### config.mk
export PLATFORM = sky130hd
export DESIGN_NAME = cmcs_top
export DESIGN_NICKNAME = d
export VERILOG_FILES = /design/src/common/cmcs_pkg.sv /design/src/common/cmcs_tmr_if.sv /design/src/cmcs_divider.sv /design/src/cmcs_timer.sv /design/src/cmcs_top.sv
export SDC_FILE = /design/constraint.sdc
export NUM_CORES = 1
export LEC_CHECK = 0
export BUFFER_PORTS_ARGS = -buffer_cell sky130_fd_sc_hd__buf_2
export CORE_UTILIZATION = 40
export DETAILED_ROUTE_END_ITERATION = 10
export GPL_ROUTABILITY_DRIVEN = 0
export GPL_TIMING_DRIVEN = 0
export PLACE_DENSITY = 0.62
export SLEW_MARGIN = 30
export SYNTH_ARGS = -nofsm -noshare
export SYNTH_HDL_FRONTEND = slang
export SYNTH_SLANG_ARGS = --single-unit
### constraint.sdc
create_clock -name clk_sys -period 2.32 [get_ports clk_sys]
set_input_delay 0.348 -clock clk_sys [delete_from_list [all_inputs] [get_ports clk_sys]]
set_output_delay 0.348 -clock clk_sys [all_outputs]
set_load 0.02 [all_outputs]
### src/common/cmcs_pkg.sv
// Shared constants and types of the converter mode and clock status block
package cmcs_pkg;

  // ------------------------------------------------------------------
  // Register map (command codes on the management read port)
  // ------------------------------------------------------------------
  localparam logic [7:0] CMCS_ADDR_DEV_ID = 8'had;
  localparam logic [7:0] CMCS_ADDR_SI_REV = 8'hae;
  localparam logic [7:0] CMCS_ADDR_STATUS = 8'hdf;
  localparam logic [7:0] CMCS_STATUS_RESET = 8'h00;
  localparam logic [15:0] CMCS_RD_ZERO = 16'h0000;

  // ------------------------------------------------------------------
  // Status field positions
  // ------------------------------------------------------------------
  localparam int CMCS_ST_CLK_SRC = 0;
  localparam int CMCS_ST_PLL_LOCK = 1;
  localparam int CMCS_ST_SS_DONE = 2;
  localparam int CMCS_ST_SOFTON_DONE = 3;
  localparam int CMCS_ST_SRC_CHG = 4;
  localparam int CMCS_ST_LF_SHORT = 5;
  localparam int CMCS_ST_FREQ_LO = 6;
  localparam int CMCS_ST_FREQ_HI = 7;

  // ------------------------------------------------------------------
  // Mode pin levels and phase drive codes
  // ------------------------------------------------------------------
  localparam logic [1:0] CMCS_MODE_GND = 2'h0;
  localparam logic [1:0] CMCS_MODE_1V0 = 2'h1;
  localparam logic [1:0] CMCS_MODE_2V05 = 2'h2;
  localparam logic [1:0] CMCS_MODE_VCC = 2'h3;
  localparam logic [1:0] CMCS_DRV_LOW = 2'h0;
  localparam logic [1:0] CMCS_DRV_HIGH = 2'h1;
  localparam logic [1:0] CMCS_DRV_MID = 2'h2;
  localparam logic [1:0] CMCS_FREQ_UNUSED = 2'h3;
  localparam logic [1:0] CMCS_FREQ_OK = 2'h0;

  // ------------------------------------------------------------------
  // Timing
  // ------------------------------------------------------------------
  localparam int CMCS_CLK_KHZ = 10000;
  localparam int CMCS_INIT_NS = 2000;
  localparam int CMCS_SOFTON_NS = 10000;
  localparam int CMCS_INIT_CYC =
    (CMCS_INIT_NS * CMCS_CLK_KHZ + 999999) / 1000000;
  localparam int CMCS_SOFTON_CYC =
    (CMCS_SOFTON_NS * CMCS_CLK_KHZ + 999999) / 1000000;
  localparam int CMCS_CLOCK_OUTPUT_PIN_DIV = 5;
  localparam int CMCS_TMR_W = 8;

  typedef enum logic [2:0] {
    CMCS_ST_UV,
    CMCS_ST_INIT,
    CMCS_ST_IDLE,
    CMCS_ST_SS,
    CMCS_ST_SOFTON,
    CMCS_ST_RUN,
    CMCS_ST_ZC
  } cmcs_state_e;

endpackage

### src/common/cmcs_tmr_if.sv
// Carrier between the sequencer and its interval timer
`timescale 1ns/1ps
`default_nettype none
interface cmcs_tmr_if;
  logic start;
  logic [7:0] load;
  logic done;

  modport ctrl (output start, output load, input done);
  modport tmr (input start, input load, output done);
endinterface
`default_nettype wire

### src/cmcs_divider.sv
// Enable pulse divider for slower rates
`timescale 1ns/1ps
`default_nettype none
module cmcs_divider
#(
  parameter int DIV = 5
)
(
  // Clock and reset
  input wire logic clk_sys,
  input wire logic rstn,
  // Pulse out
  output logic tick
);
  typedef struct packed {
    logic [7:0] cnt;
    logic tick;
  } cmcs_div_s;

  localparam logic [7:0] LAST = 8'(DIV - 1);

  cmcs_div_s s_q;
  cmcs_div_s s_d;

  always_comb
  begin
    s_d = s_q;
    s_d.tick = (s_q.cnt == LAST);
    s_d.cnt = (s_q.cnt == LAST) ? 8'h00 : s_q.cnt + 8'h01;
  end

  always_ff @(posedge clk_sys or negedge rstn)
  begin
    if (!rstn)
      s_q <= '0;
    else
      s_q <= s_d;
  end

  assign tick = s_q.tick;
endmodule
`default_nettype wire

### src/cmcs_timer.sv
// Down-counting interval timer, one-cycle done pulse
`timescale 1ns/1ps
`default_nettype none
module cmcs_timer
(
  // Clock and reset
  input wire logic clk_sys,
  input wire logic rstn,
  // Control
  cmcs_tmr_if.tmr t
);
  typedef struct packed {
    logic busy;
    logic [7:0] cnt;
    logic done;
  } cmcs_tmr_s;

  cmcs_tmr_s s_q;
  cmcs_tmr_s s_d;

  always_comb
  begin
    s_d = s_q;
    s_d.done = 1'b0;
    if (t.start)
    begin
      s_d.busy = 1'b1;
      s_d.cnt = t.load;
    end
    else if (s_q.busy)
    begin
      if (s_q.cnt <= 8'h01)
      begin
        s_d.busy = 1'b0;
        s_d.done = 1'b1;
      end
      s_d.cnt = s_q.cnt - 8'h01;
    end
  end

  always_ff @(posedge clk_sys or negedge rstn)
  begin
    if (!rstn)
      s_q <= '0;
    else
      s_q <= s_d;
  end

  assign t.done = s_q.done;
endmodule
`default_nettype wire

### src/cmcs_top.sv
// Converter mode, clock status and identification register block
//
// Functional notes
// - status bit 0: external clock source flag
// - bit 1 lock; no clock out, no start unlocked
// - bit 2 set after soft-start finishes
// - bit 3 set when soft-on transition ends
// - bit 4 set on clock source change
// - bit 5 reports loop filter short
// - bits 7:6 frequency pin condition code
// - status register read-only, resets to zero
// - fixed identification code, writes ignored
// - fixed silicon revision code, read-only
// - direction input high boost, low buck
// - direction change: stop, zero cross, restart
// - tri-state outputs: high, low, mid off
// - two-level outputs show main switch only
// - mode pin latched at startup
// - diode emulation only with tri-state outputs
// - undervoltage resets, then restart sequence
`timescale 1ns/1ps
`default_nettype none
module cmcs_top
  import cmcs_pkg::*;
#(
  // Arbitrary values, not tied to any real part
  parameter logic [15:0] DEVICE_CODE = 16'h5a01,
  parameter logic [15:0] REVISION_CODE = 16'h0001
)
(
  // Clock and reset
  input wire logic clk_sys,
  input wire logic rstn,
  // Register read and write commands
  input wire logic rd_req,
  input wire logic [7:0] rd_addr,
  input wire logic wr_req,
  input wire logic [7:0] wr_addr,
  output logic rd_valid_q,
  output logic [15:0] rd_data_q,
  output logic rd_err_q,
  output logic wr_err_q,
  // Control pins and straps
  input wire logic direction_select_input,
  input wire logic switching_enable,
  input wire logic output_state_select,
  input wire logic [1:0] mode_pin_level,
  input wire logic undervoltage_lockout,
  // Clock and loop monitors
  input wire logic ext_clock_present,
  input wire logic pll_locked,
  input wire logic loop_filter_short,
  input wire logic [1:0] frequency_set_pin,
  // Regulation loop handshakes
  input wire logic soft_start_done,
  input wire logic main_switch_on,
  input wire logic inductor_zero_cross,
  // Outputs
  output logic [1:0] phase_drive_outputs,
  output logic clock_output_pin,
  output logic boost_mode_q,
  output logic tri_mode_q,
  output logic diode_emulation_q,
  output logic hiccup_mode_q,
  output logic [7:0] status_q
);

  // ------------------------------------------------------------------
  // State
  // ------------------------------------------------------------------
  typedef struct packed {
    cmcs_state_e st;
    logic boost;
    logic tri_mode;
    logic de_mode;
    logic hiccup;
    logic src_prev;
    logic src_chg;
    logic [1:0] drive;
    logic clk_out;
    logic rd_valid;
    logic [15:0] rd_data;
    logic rd_err;
    logic wr_err;
    logic [7:0] status;
  } cmcs_top_s;

  // Both intervals fit the 8-bit timer count
  localparam logic [7:0] INIT_LOAD = 8'(CMCS_INIT_CYC);
  localparam logic [7:0] SOFTON_LOAD = 8'(CMCS_SOFTON_CYC);

  cmcs_top_s s_q;
  cmcs_top_s s_d;
  logic clk_tick;
  logic tmr_start;
  logic [7:0] tmr_load;
  logic stat_read;
  logic switching;
  logic sync_allowed;
  logic [7:0] stat_next;

  cmcs_tmr_if tmr_bus ();

  // ------------------------------------------------------------------
  // Helpers
  // ------------------------------------------------------------------
  cmcs_divider #(
    .DIV (CMCS_CLOCK_OUTPUT_PIN_DIV)
  ) u_div (
    .clk_sys (clk_sys),
    .rstn (rstn),
    .tick (clk_tick)
  );

  cmcs_timer u_tmr (
    .clk_sys (clk_sys),
    .rstn (rstn),
    .t (tmr_bus.tmr)
  );

  assign tmr_bus.start = tmr_start;
  assign tmr_bus.load = tmr_load;

  // A status read clears the change flag unless a source change sets it in the same cycle
  assign stat_read = rd_req && (rd_addr == CMCS_ADDR_STATUS);
  assign switching = (s_q.st == CMCS_ST_SS) || (s_q.st == CMCS_ST_SOFTON) ||
    (s_q.st == CMCS_ST_RUN);

  // ------------------------------------------------------------------
  // Next state
  // ------------------------------------------------------------------
  always_comb
  begin
    s_d = s_q;
    tmr_start = 1'b0;
    tmr_load = INIT_LOAD;
    stat_next = CMCS_STATUS_RESET;
    sync_allowed = 1'b0;

    // clock source change
    // Set wins over a read clear in one cycle
    if (ext_clock_present != s_q.src_prev)
      s_d.src_chg = 1'b1;
    else if (stat_read)
      s_d.src_chg = 1'b0;
    s_d.src_prev = ext_clock_present;

    case (s_q.st)
      CMCS_ST_UV:
      begin
        if (!undervoltage_lockout)
        begin
          s_d.st = CMCS_ST_INIT;
          tmr_start = 1'b1;
          tmr_load = INIT_LOAD;
        end
      end
      CMCS_ST_INIT:
      begin
        if (tmr_bus.done)
        begin
          s_d.de_mode = output_state_select &&
            ((mode_pin_level == CMCS_MODE_GND) ||
            (mode_pin_level == CMCS_MODE_2V05));
          s_d.hiccup = (mode_pin_level == CMCS_MODE_GND) ||
            (mode_pin_level == CMCS_MODE_1V0);
          s_d.tri_mode = output_state_select;
          s_d.st = CMCS_ST_IDLE;
        end
      end
      CMCS_ST_IDLE:
      begin
        s_d.boost = direction_select_input;
        if (switching_enable && pll_locked)
          s_d.st = CMCS_ST_SS;
      end
      CMCS_ST_SS:
      begin
        if (soft_start_done)
        begin
          s_d.st = CMCS_ST_SOFTON;
          tmr_start = 1'b1;
          tmr_load = SOFTON_LOAD;
        end
      end
      CMCS_ST_SOFTON:
      begin
        if (tmr_bus.done)
          s_d.st = CMCS_ST_RUN;
      end
      CMCS_ST_RUN:
      begin
        s_d.st = CMCS_ST_RUN;
      end
      CMCS_ST_ZC:
      begin
        if (inductor_zero_cross)
        begin
          s_d.boost = direction_select_input;
          s_d.st = (switching_enable && pll_locked) ? CMCS_ST_SS :
            CMCS_ST_IDLE;
        end
      end
      default:
      begin
        s_d.st = CMCS_ST_UV;
      end
    endcase

    // Aborts out of switching; direction change may come with enable high
    if (switching)
    begin
      if (!switching_enable || !pll_locked)
        s_d.st = CMCS_ST_IDLE;
      else if (direction_select_input != s_q.boost)
        s_d.st = CMCS_ST_ZC;
    end
    if (s_q.st == CMCS_ST_ZC && !switching_enable)
      s_d.st = CMCS_ST_IDLE;

    if (undervoltage_lockout)
      s_d.st = CMCS_ST_UV;

    // ----------------------------------------------------------------
    // Phase drive
    // ----------------------------------------------------------------
    // emulation needs mid level
    sync_allowed = (s_q.st == CMCS_ST_RUN) &&
      !(s_q.de_mode && s_q.tri_mode && inductor_zero_cross);
    // New strap value, so a re-latch leaves no stale level
    if (s_d.tri_mode)
    begin
      if (!switching)
        s_d.drive = CMCS_DRV_MID;
      else if (main_switch_on)
        s_d.drive = s_q.boost ? CMCS_DRV_LOW : CMCS_DRV_HIGH;
      else if (sync_allowed)
        s_d.drive = s_q.boost ? CMCS_DRV_HIGH : CMCS_DRV_LOW;
      else
        s_d.drive = CMCS_DRV_MID;
    end
    else
    begin
      s_d.drive = (switching && main_switch_on) ? CMCS_DRV_HIGH :
        CMCS_DRV_LOW;
    end
    if (s_d.st != s_q.st && (s_d.st == CMCS_ST_ZC ||
      s_d.st == CMCS_ST_UV || s_d.st == CMCS_ST_IDLE))
      s_d.drive = s_d.tri_mode ? CMCS_DRV_MID : CMCS_DRV_LOW;

    if (!pll_locked)
      s_d.clk_out = 1'b0;
    else if (clk_tick)
      s_d.clk_out = !s_q.clk_out;

    // ----------------------------------------------------------------
    // Status assembly
    // ----------------------------------------------------------------
    // clock source
    stat_next[CMCS_ST_CLK_SRC] = ext_clock_present;
    stat_next[CMCS_ST_PLL_LOCK] = pll_locked;
    stat_next[CMCS_ST_SS_DONE] = (s_q.st == CMCS_ST_SOFTON) ||
      (s_q.st == CMCS_ST_RUN);
    stat_next[CMCS_ST_SOFTON_DONE] = (s_q.st == CMCS_ST_RUN);
    stat_next[CMCS_ST_SRC_CHG] = s_d.src_chg;
    stat_next[CMCS_ST_LF_SHORT] = loop_filter_short;
    {stat_next[CMCS_ST_FREQ_HI], stat_next[CMCS_ST_FREQ_LO]} =
      (frequency_set_pin == CMCS_FREQ_UNUSED) ? CMCS_FREQ_OK :
      frequency_set_pin;
    s_d.status = stat_next;

    // ----------------------------------------------------------------
    // Register port
    // ----------------------------------------------------------------
    s_d.rd_valid = rd_req;
    s_d.rd_err = 1'b0;
    s_d.rd_data = CMCS_RD_ZERO;
    if (rd_req)
    begin
      case (rd_addr)
        CMCS_ADDR_DEV_ID: s_d.rd_data = DEVICE_CODE;
        CMCS_ADDR_SI_REV: s_d.rd_data = REVISION_CODE;
        CMCS_ADDR_STATUS: s_d.rd_data = {8'h00, s_q.status};
        // Unmapped reads answer zero with an error
        default: s_d.rd_err = 1'b1;
      endcase
    end
    s_d.wr_err = wr_req;
  end

  // ------------------------------------------------------------------
  // Registers
  // ------------------------------------------------------------------
  always_ff @(posedge clk_sys or negedge rstn)
  begin
    if (!rstn)
    begin
      s_q <= '0;
      s_q.st <= CMCS_ST_UV;
      s_q.status <= CMCS_STATUS_RESET;
    end
    else
      s_q <= s_d;
  end

  assign rd_valid_q = s_q.rd_valid;
  assign rd_data_q = s_q.rd_data;
  assign rd_err_q = s_q.rd_err;
  assign wr_err_q = s_q.wr_err;
  assign phase_drive_outputs = s_q.drive;
  assign clock_output_pin = s_q.clk_out;
  assign boost_mode_q = s_q.boost;
  assign tri_mode_q = s_q.tri_mode;
  assign diode_emulation_q = s_q.de_mode;
  assign hiccup_mode_q = s_q.hiccup;
  assign status_q = s_q.status;

endmodule
`default_nettype wire

Yosys cells after proc, flatten, opt, wreduce, memory -nomap -nowiden
Cells that the tools add are included.

cells by class
  equal/unequal tests = 20
  reduce and logical (&&, ||, !) cells = 29
  add/subtract/negate cells = 2
  mux-type cells = 43
  $lt $le $gt $ge = 1

operators with widths
  cell                   number
  $pmux W15 S3           1
  $mux W3                11
  $eq A8 B8 Y1 const B   3
  $pmux W3 S7            1
  $mux W16               1
  $mux W1                14
  $mux W2                7
  $mux W7                2
  $eq A3 B3 Y1 const B   4
  $mux W10               1
  $eq A3 B2 Y1 const B   3
  $logic_and A1 B1 Y1    9
  $mux W9                1
  $add A8 B1 Y8 const B  1
  $eq A8 B3 Y1 const B   1
  $le A8 B1 Y1 const B   1
  $logic_or A1 B1 Y1     8
  $mux W8                1
  $sub A8 B1 Y8 const B  1
  $logic_not A3 Y1       2
  $eq A2 B2 Y1 const B   2
  $logic_not A1 Y1       4
  $mux W4                1
  $pmux W1 S2            2
  10 further kinds       13

word-level totals
  bits in registers = 58
  word-level logic and storage cells = 114
  output and inout bits = 34

Depth between registers and ports, before layout
  depth in word-level cells = 14
  depth in mapped cells = 7

Modules after synthesis
Synthesis repeated with hierarchy kept, for this count alone.

second synthesis, totals
  cell total of the unflattened synthesis = 236
  area, all modules = 2473.6 µm²

by module, submodules not included
  module        seq. area each (µm²)  area an instance (µm²)  times used  cells each
  cmcs_top      750.7                 1502.7                  1           143
  cmcs_timer    250.2                 573.0                   1           61
  cmcs_divider  225.2                 397.9                   1           32

Least setup slack after synthesis
No wires, ideal clock.

  path kind = reg2reg
  start = reg s_q[36] in the netlist's numbering
  end = reg s_q, in the netlist phase_drive_outputs[0]
  period minus slack after synthesis = 1.673 ns
  arrival time = 1.547 ns
  setup slack = 0.647 ns
  stages on the path, launching flop included = 6
  path buffers = 0
  path through = dfrtp_1 > mux2_1 > a221o_1 > nand2b_2 > a2111oi_4 > o32a_1

RTL lines
  element      line            RTL
  from (decl)  cmcs_top.sv:92  cmcs_top_s s_q;

==> metrics.cfg <==
[clocking]
cts_tree=done
cts.sinks=49
cts_hold_buf=0
postCtsSetupRepairBufs=0
cts_resized=0
clockBufferDepth=2
clkTransAtPathRegs_ns=0.09
htree_levels=2
clk_latency_ns=0.29
cts_root_buf=clkbuf_8
numCtsBuffers=5

[synthesis]
synthTopCellsByArea=dfrtp_1 51%, buf_4 8.1%, xor2_1 3.3%
synth_area_sq_um=2400
synth-seq-area-share=0.512
syn_inst=221
yosysTopAreaCellShare=0.512
synth_edf_count=0
yosys.area.top_type=dfrtp_1
async_flop_share=1.00
synth_cell_types=50
ys_seq_elements=49
yosysWarningCount=0
synth_ff_type=dfrtp_1
syn_avg_cell_area_sq_um=10.8

[power]
power.switching_mw=0.828
ir_drop_mv=0.587
power_density_nw_per_um2=837
p_comb_frac=0.325
clkPwrFrac=0.211
swShare=0.344
p_leak_nw=1.48
p_int_mw=1.58
p_seq_frac=0.464
total_power_mw=2.41

[critical_path]
critPathBufInv=0
reg2reg_to=phase_drive_outputs[0]
r2r_cells=5
crit_required_ns=2.49
worst_path_dominant_cell_family=compound AO/OA/AOI/OAI gates
end_kind=flip-flop
path_cells=mux2_1 -> a221o_1 -> nand2b_2 -> a2111oi_4 -> o32a_1
cp-start-kind=flip-flop
critical_path_class=reg2reg
slowest_delay_ns=0.44
r2r_setup_slack_ns=0.49
arrival_ns=2.01
cpMaxStageDelayCell=dfrtp_1
reg2reg_from=s_q[36]
critPathMaxFanout=6

[floorplanning]
dieWidth_microns=79.4
ioPinCount=68
rows=27
initial_core_util=0.425
dieArea_sq_um=6300
coreArea_sq_um=5640
dieHeight_microns=79.4

[sta]
final-max-slew-violation-count=0
hold_viol_final=0
max_slew.worst_pin.slew_ns=0.593
rsz0062_at_grt=no
finClkSkew_ns=0.0105
finalSetupViolCount=0
fin_crit_sh=0.791
slew_headroom=0.605
setup_tns_ns=0
fin_crit_ns=1.83
fin_ws_ns=0.486
fmax_mhz=545
hold_slack_ns=0.0444

[routing]
dr_wl_met2_microns=2020
met3_wirelength_microns=180
vias_per_cell=4.79
vias=1721
drtIter0Drc=70
highest_layer=met4
drt_first_pass_iters=4
postRouteWirelength_microns=4170
ant_nets=0
drt-met1-wl_microns=1940
wl_per_cell_microns=11.6
drc=0

[placement]
place_hpwl_microns=3130
place_ws_ns=0.511
port_buffers=55
placed_cell_area_sq_um=2780

[final_layout]
final_cell_mix=56 x buf_2, 49 x dfrtp_1, 27 x buf_4, 16 x nand2_1
fillCellCount=528
num_antenna_cells=0
final_common_cell=buf_2
fin_area_sq_um=2880
area_delta_synth_final_pct=20.1
drive_gt1_frac=0.359
nets=324

[global_route]
grt_pass1_wl_microns=6730
grt_pass1_vias=1567
grt_antenna_before_repair=0
grt_overflow=0
track_usage=0.137
grt_max_degree=50

[run_status]
outcome=finished, final reports clean

[job]
max_cap_violations=0

[worst_hold_path]
hold_path_class=in2async

-- routing by layer --
layer	vias to the layer above	GRT usage
met3	2	0.0320
met5	-	0
met4	0	0.0491
met1	803	0.170
met2	43	0.233
li1	873	-
-- layout make-up --
type / count / area, sq um / share of cell area
plain buffers: 32 / 228 / 0.0792
clock buffers: 6 / 82.6 / 0.0287
clock inverters: 2 / 13.8 / 0.00478
inverters: 6 / 22.5 / 0.00783
multi-input cells: 137 / 936 / 0.325
flip-flops and latches: 49 / 1230 / 0.426
well taps: 72 / 90.1 / 0.0313
repair buffers: 55 / 278 / 0.0966
-- state kept, by name, indices dropped and copies added, names as in the netlist, 2 cells and up --
name,count
s_q,3
phase_drive_outputs,2
u_div.s_q,8
status_q,8
rd_data_q,9
u_tmr.s_q,9
-- synth_stat cells, types with 3 or more instances --
master / instances
nor2_1: 10
nand2_1: 16
nor4_1: 5
and2_1: 3
nor2b_1: 4
a21o_1: 3
and3_1: 10
dfrtp_1: 49
a21oi_1: 9
nand3_1: 9
ha_1: 4
xor2_1: 9
inv_1: 6
clkbuf_1: 3
o21ai_0: 8
xnor2_1: 6
nor3_1: 3
buf_4: 26
-- power by group through the flow --
stage	Clock [mW]	Combinational (mW)	Sequential, mW
3_5_place_dp	0	0.789	1.13
5_1_grt	0.567	0.865	1.14
4_1_cts	0.534	0.790	1.12
3_3_place_gp	0	0.773	1.13
6_report	0.508	0.782	1.12
2_1_floorplan	0	0.559	1.15
-- how the worst max path moves through the flow --
| stage | start | cells after the start | slack [ns] | end |
|---|---|---|---|---|
| after global routing | s_q[37] | 6 | 0.44 | phase_drive_outputs[0] |
| after floorplan | s_q[36] | 5 | 0.65 | phase_drive_outputs[0] |
| after detailed placement | switching_enable | 6 | 0.51 | phase_drive_outputs[0] |
| after CTS | s_q[36] | 5 | 0.49 | phase_drive_outputs[0] |
| final | s_q[36] | 5 | 0.49 | phase_drive_outputs[0] |
| after global placement | switching_enable | 6 | 0.53 | phase_drive_outputs[0] |
-- per-stage QoR --
step / util / instances
3_5_place_dp: 0.492 / 351
6_report: 0.510 / 359
4_1_cts: 0.509 / 359
2_1_floorplan: - / 224
3_3_place_gp: 0.491 / 351
5_1_grt: 0.510 / 359
-- kinds of logic after synthesis --
| kind of cell | share of synthesized area |
|---|---|
| AOI/OAI and AO/OA | 0.107 |
| xor gates and xnor gates | 0.0548 |
| adders and majority gates | 0.0209 |
| buffers and inverters | 0.104 |
| DFF | 0.512 |
| muxes | 0.00940 |
| other | 0.00157 |
| and+or+nand+nor | 0.191 |
(Power assumes the default switching activity.)
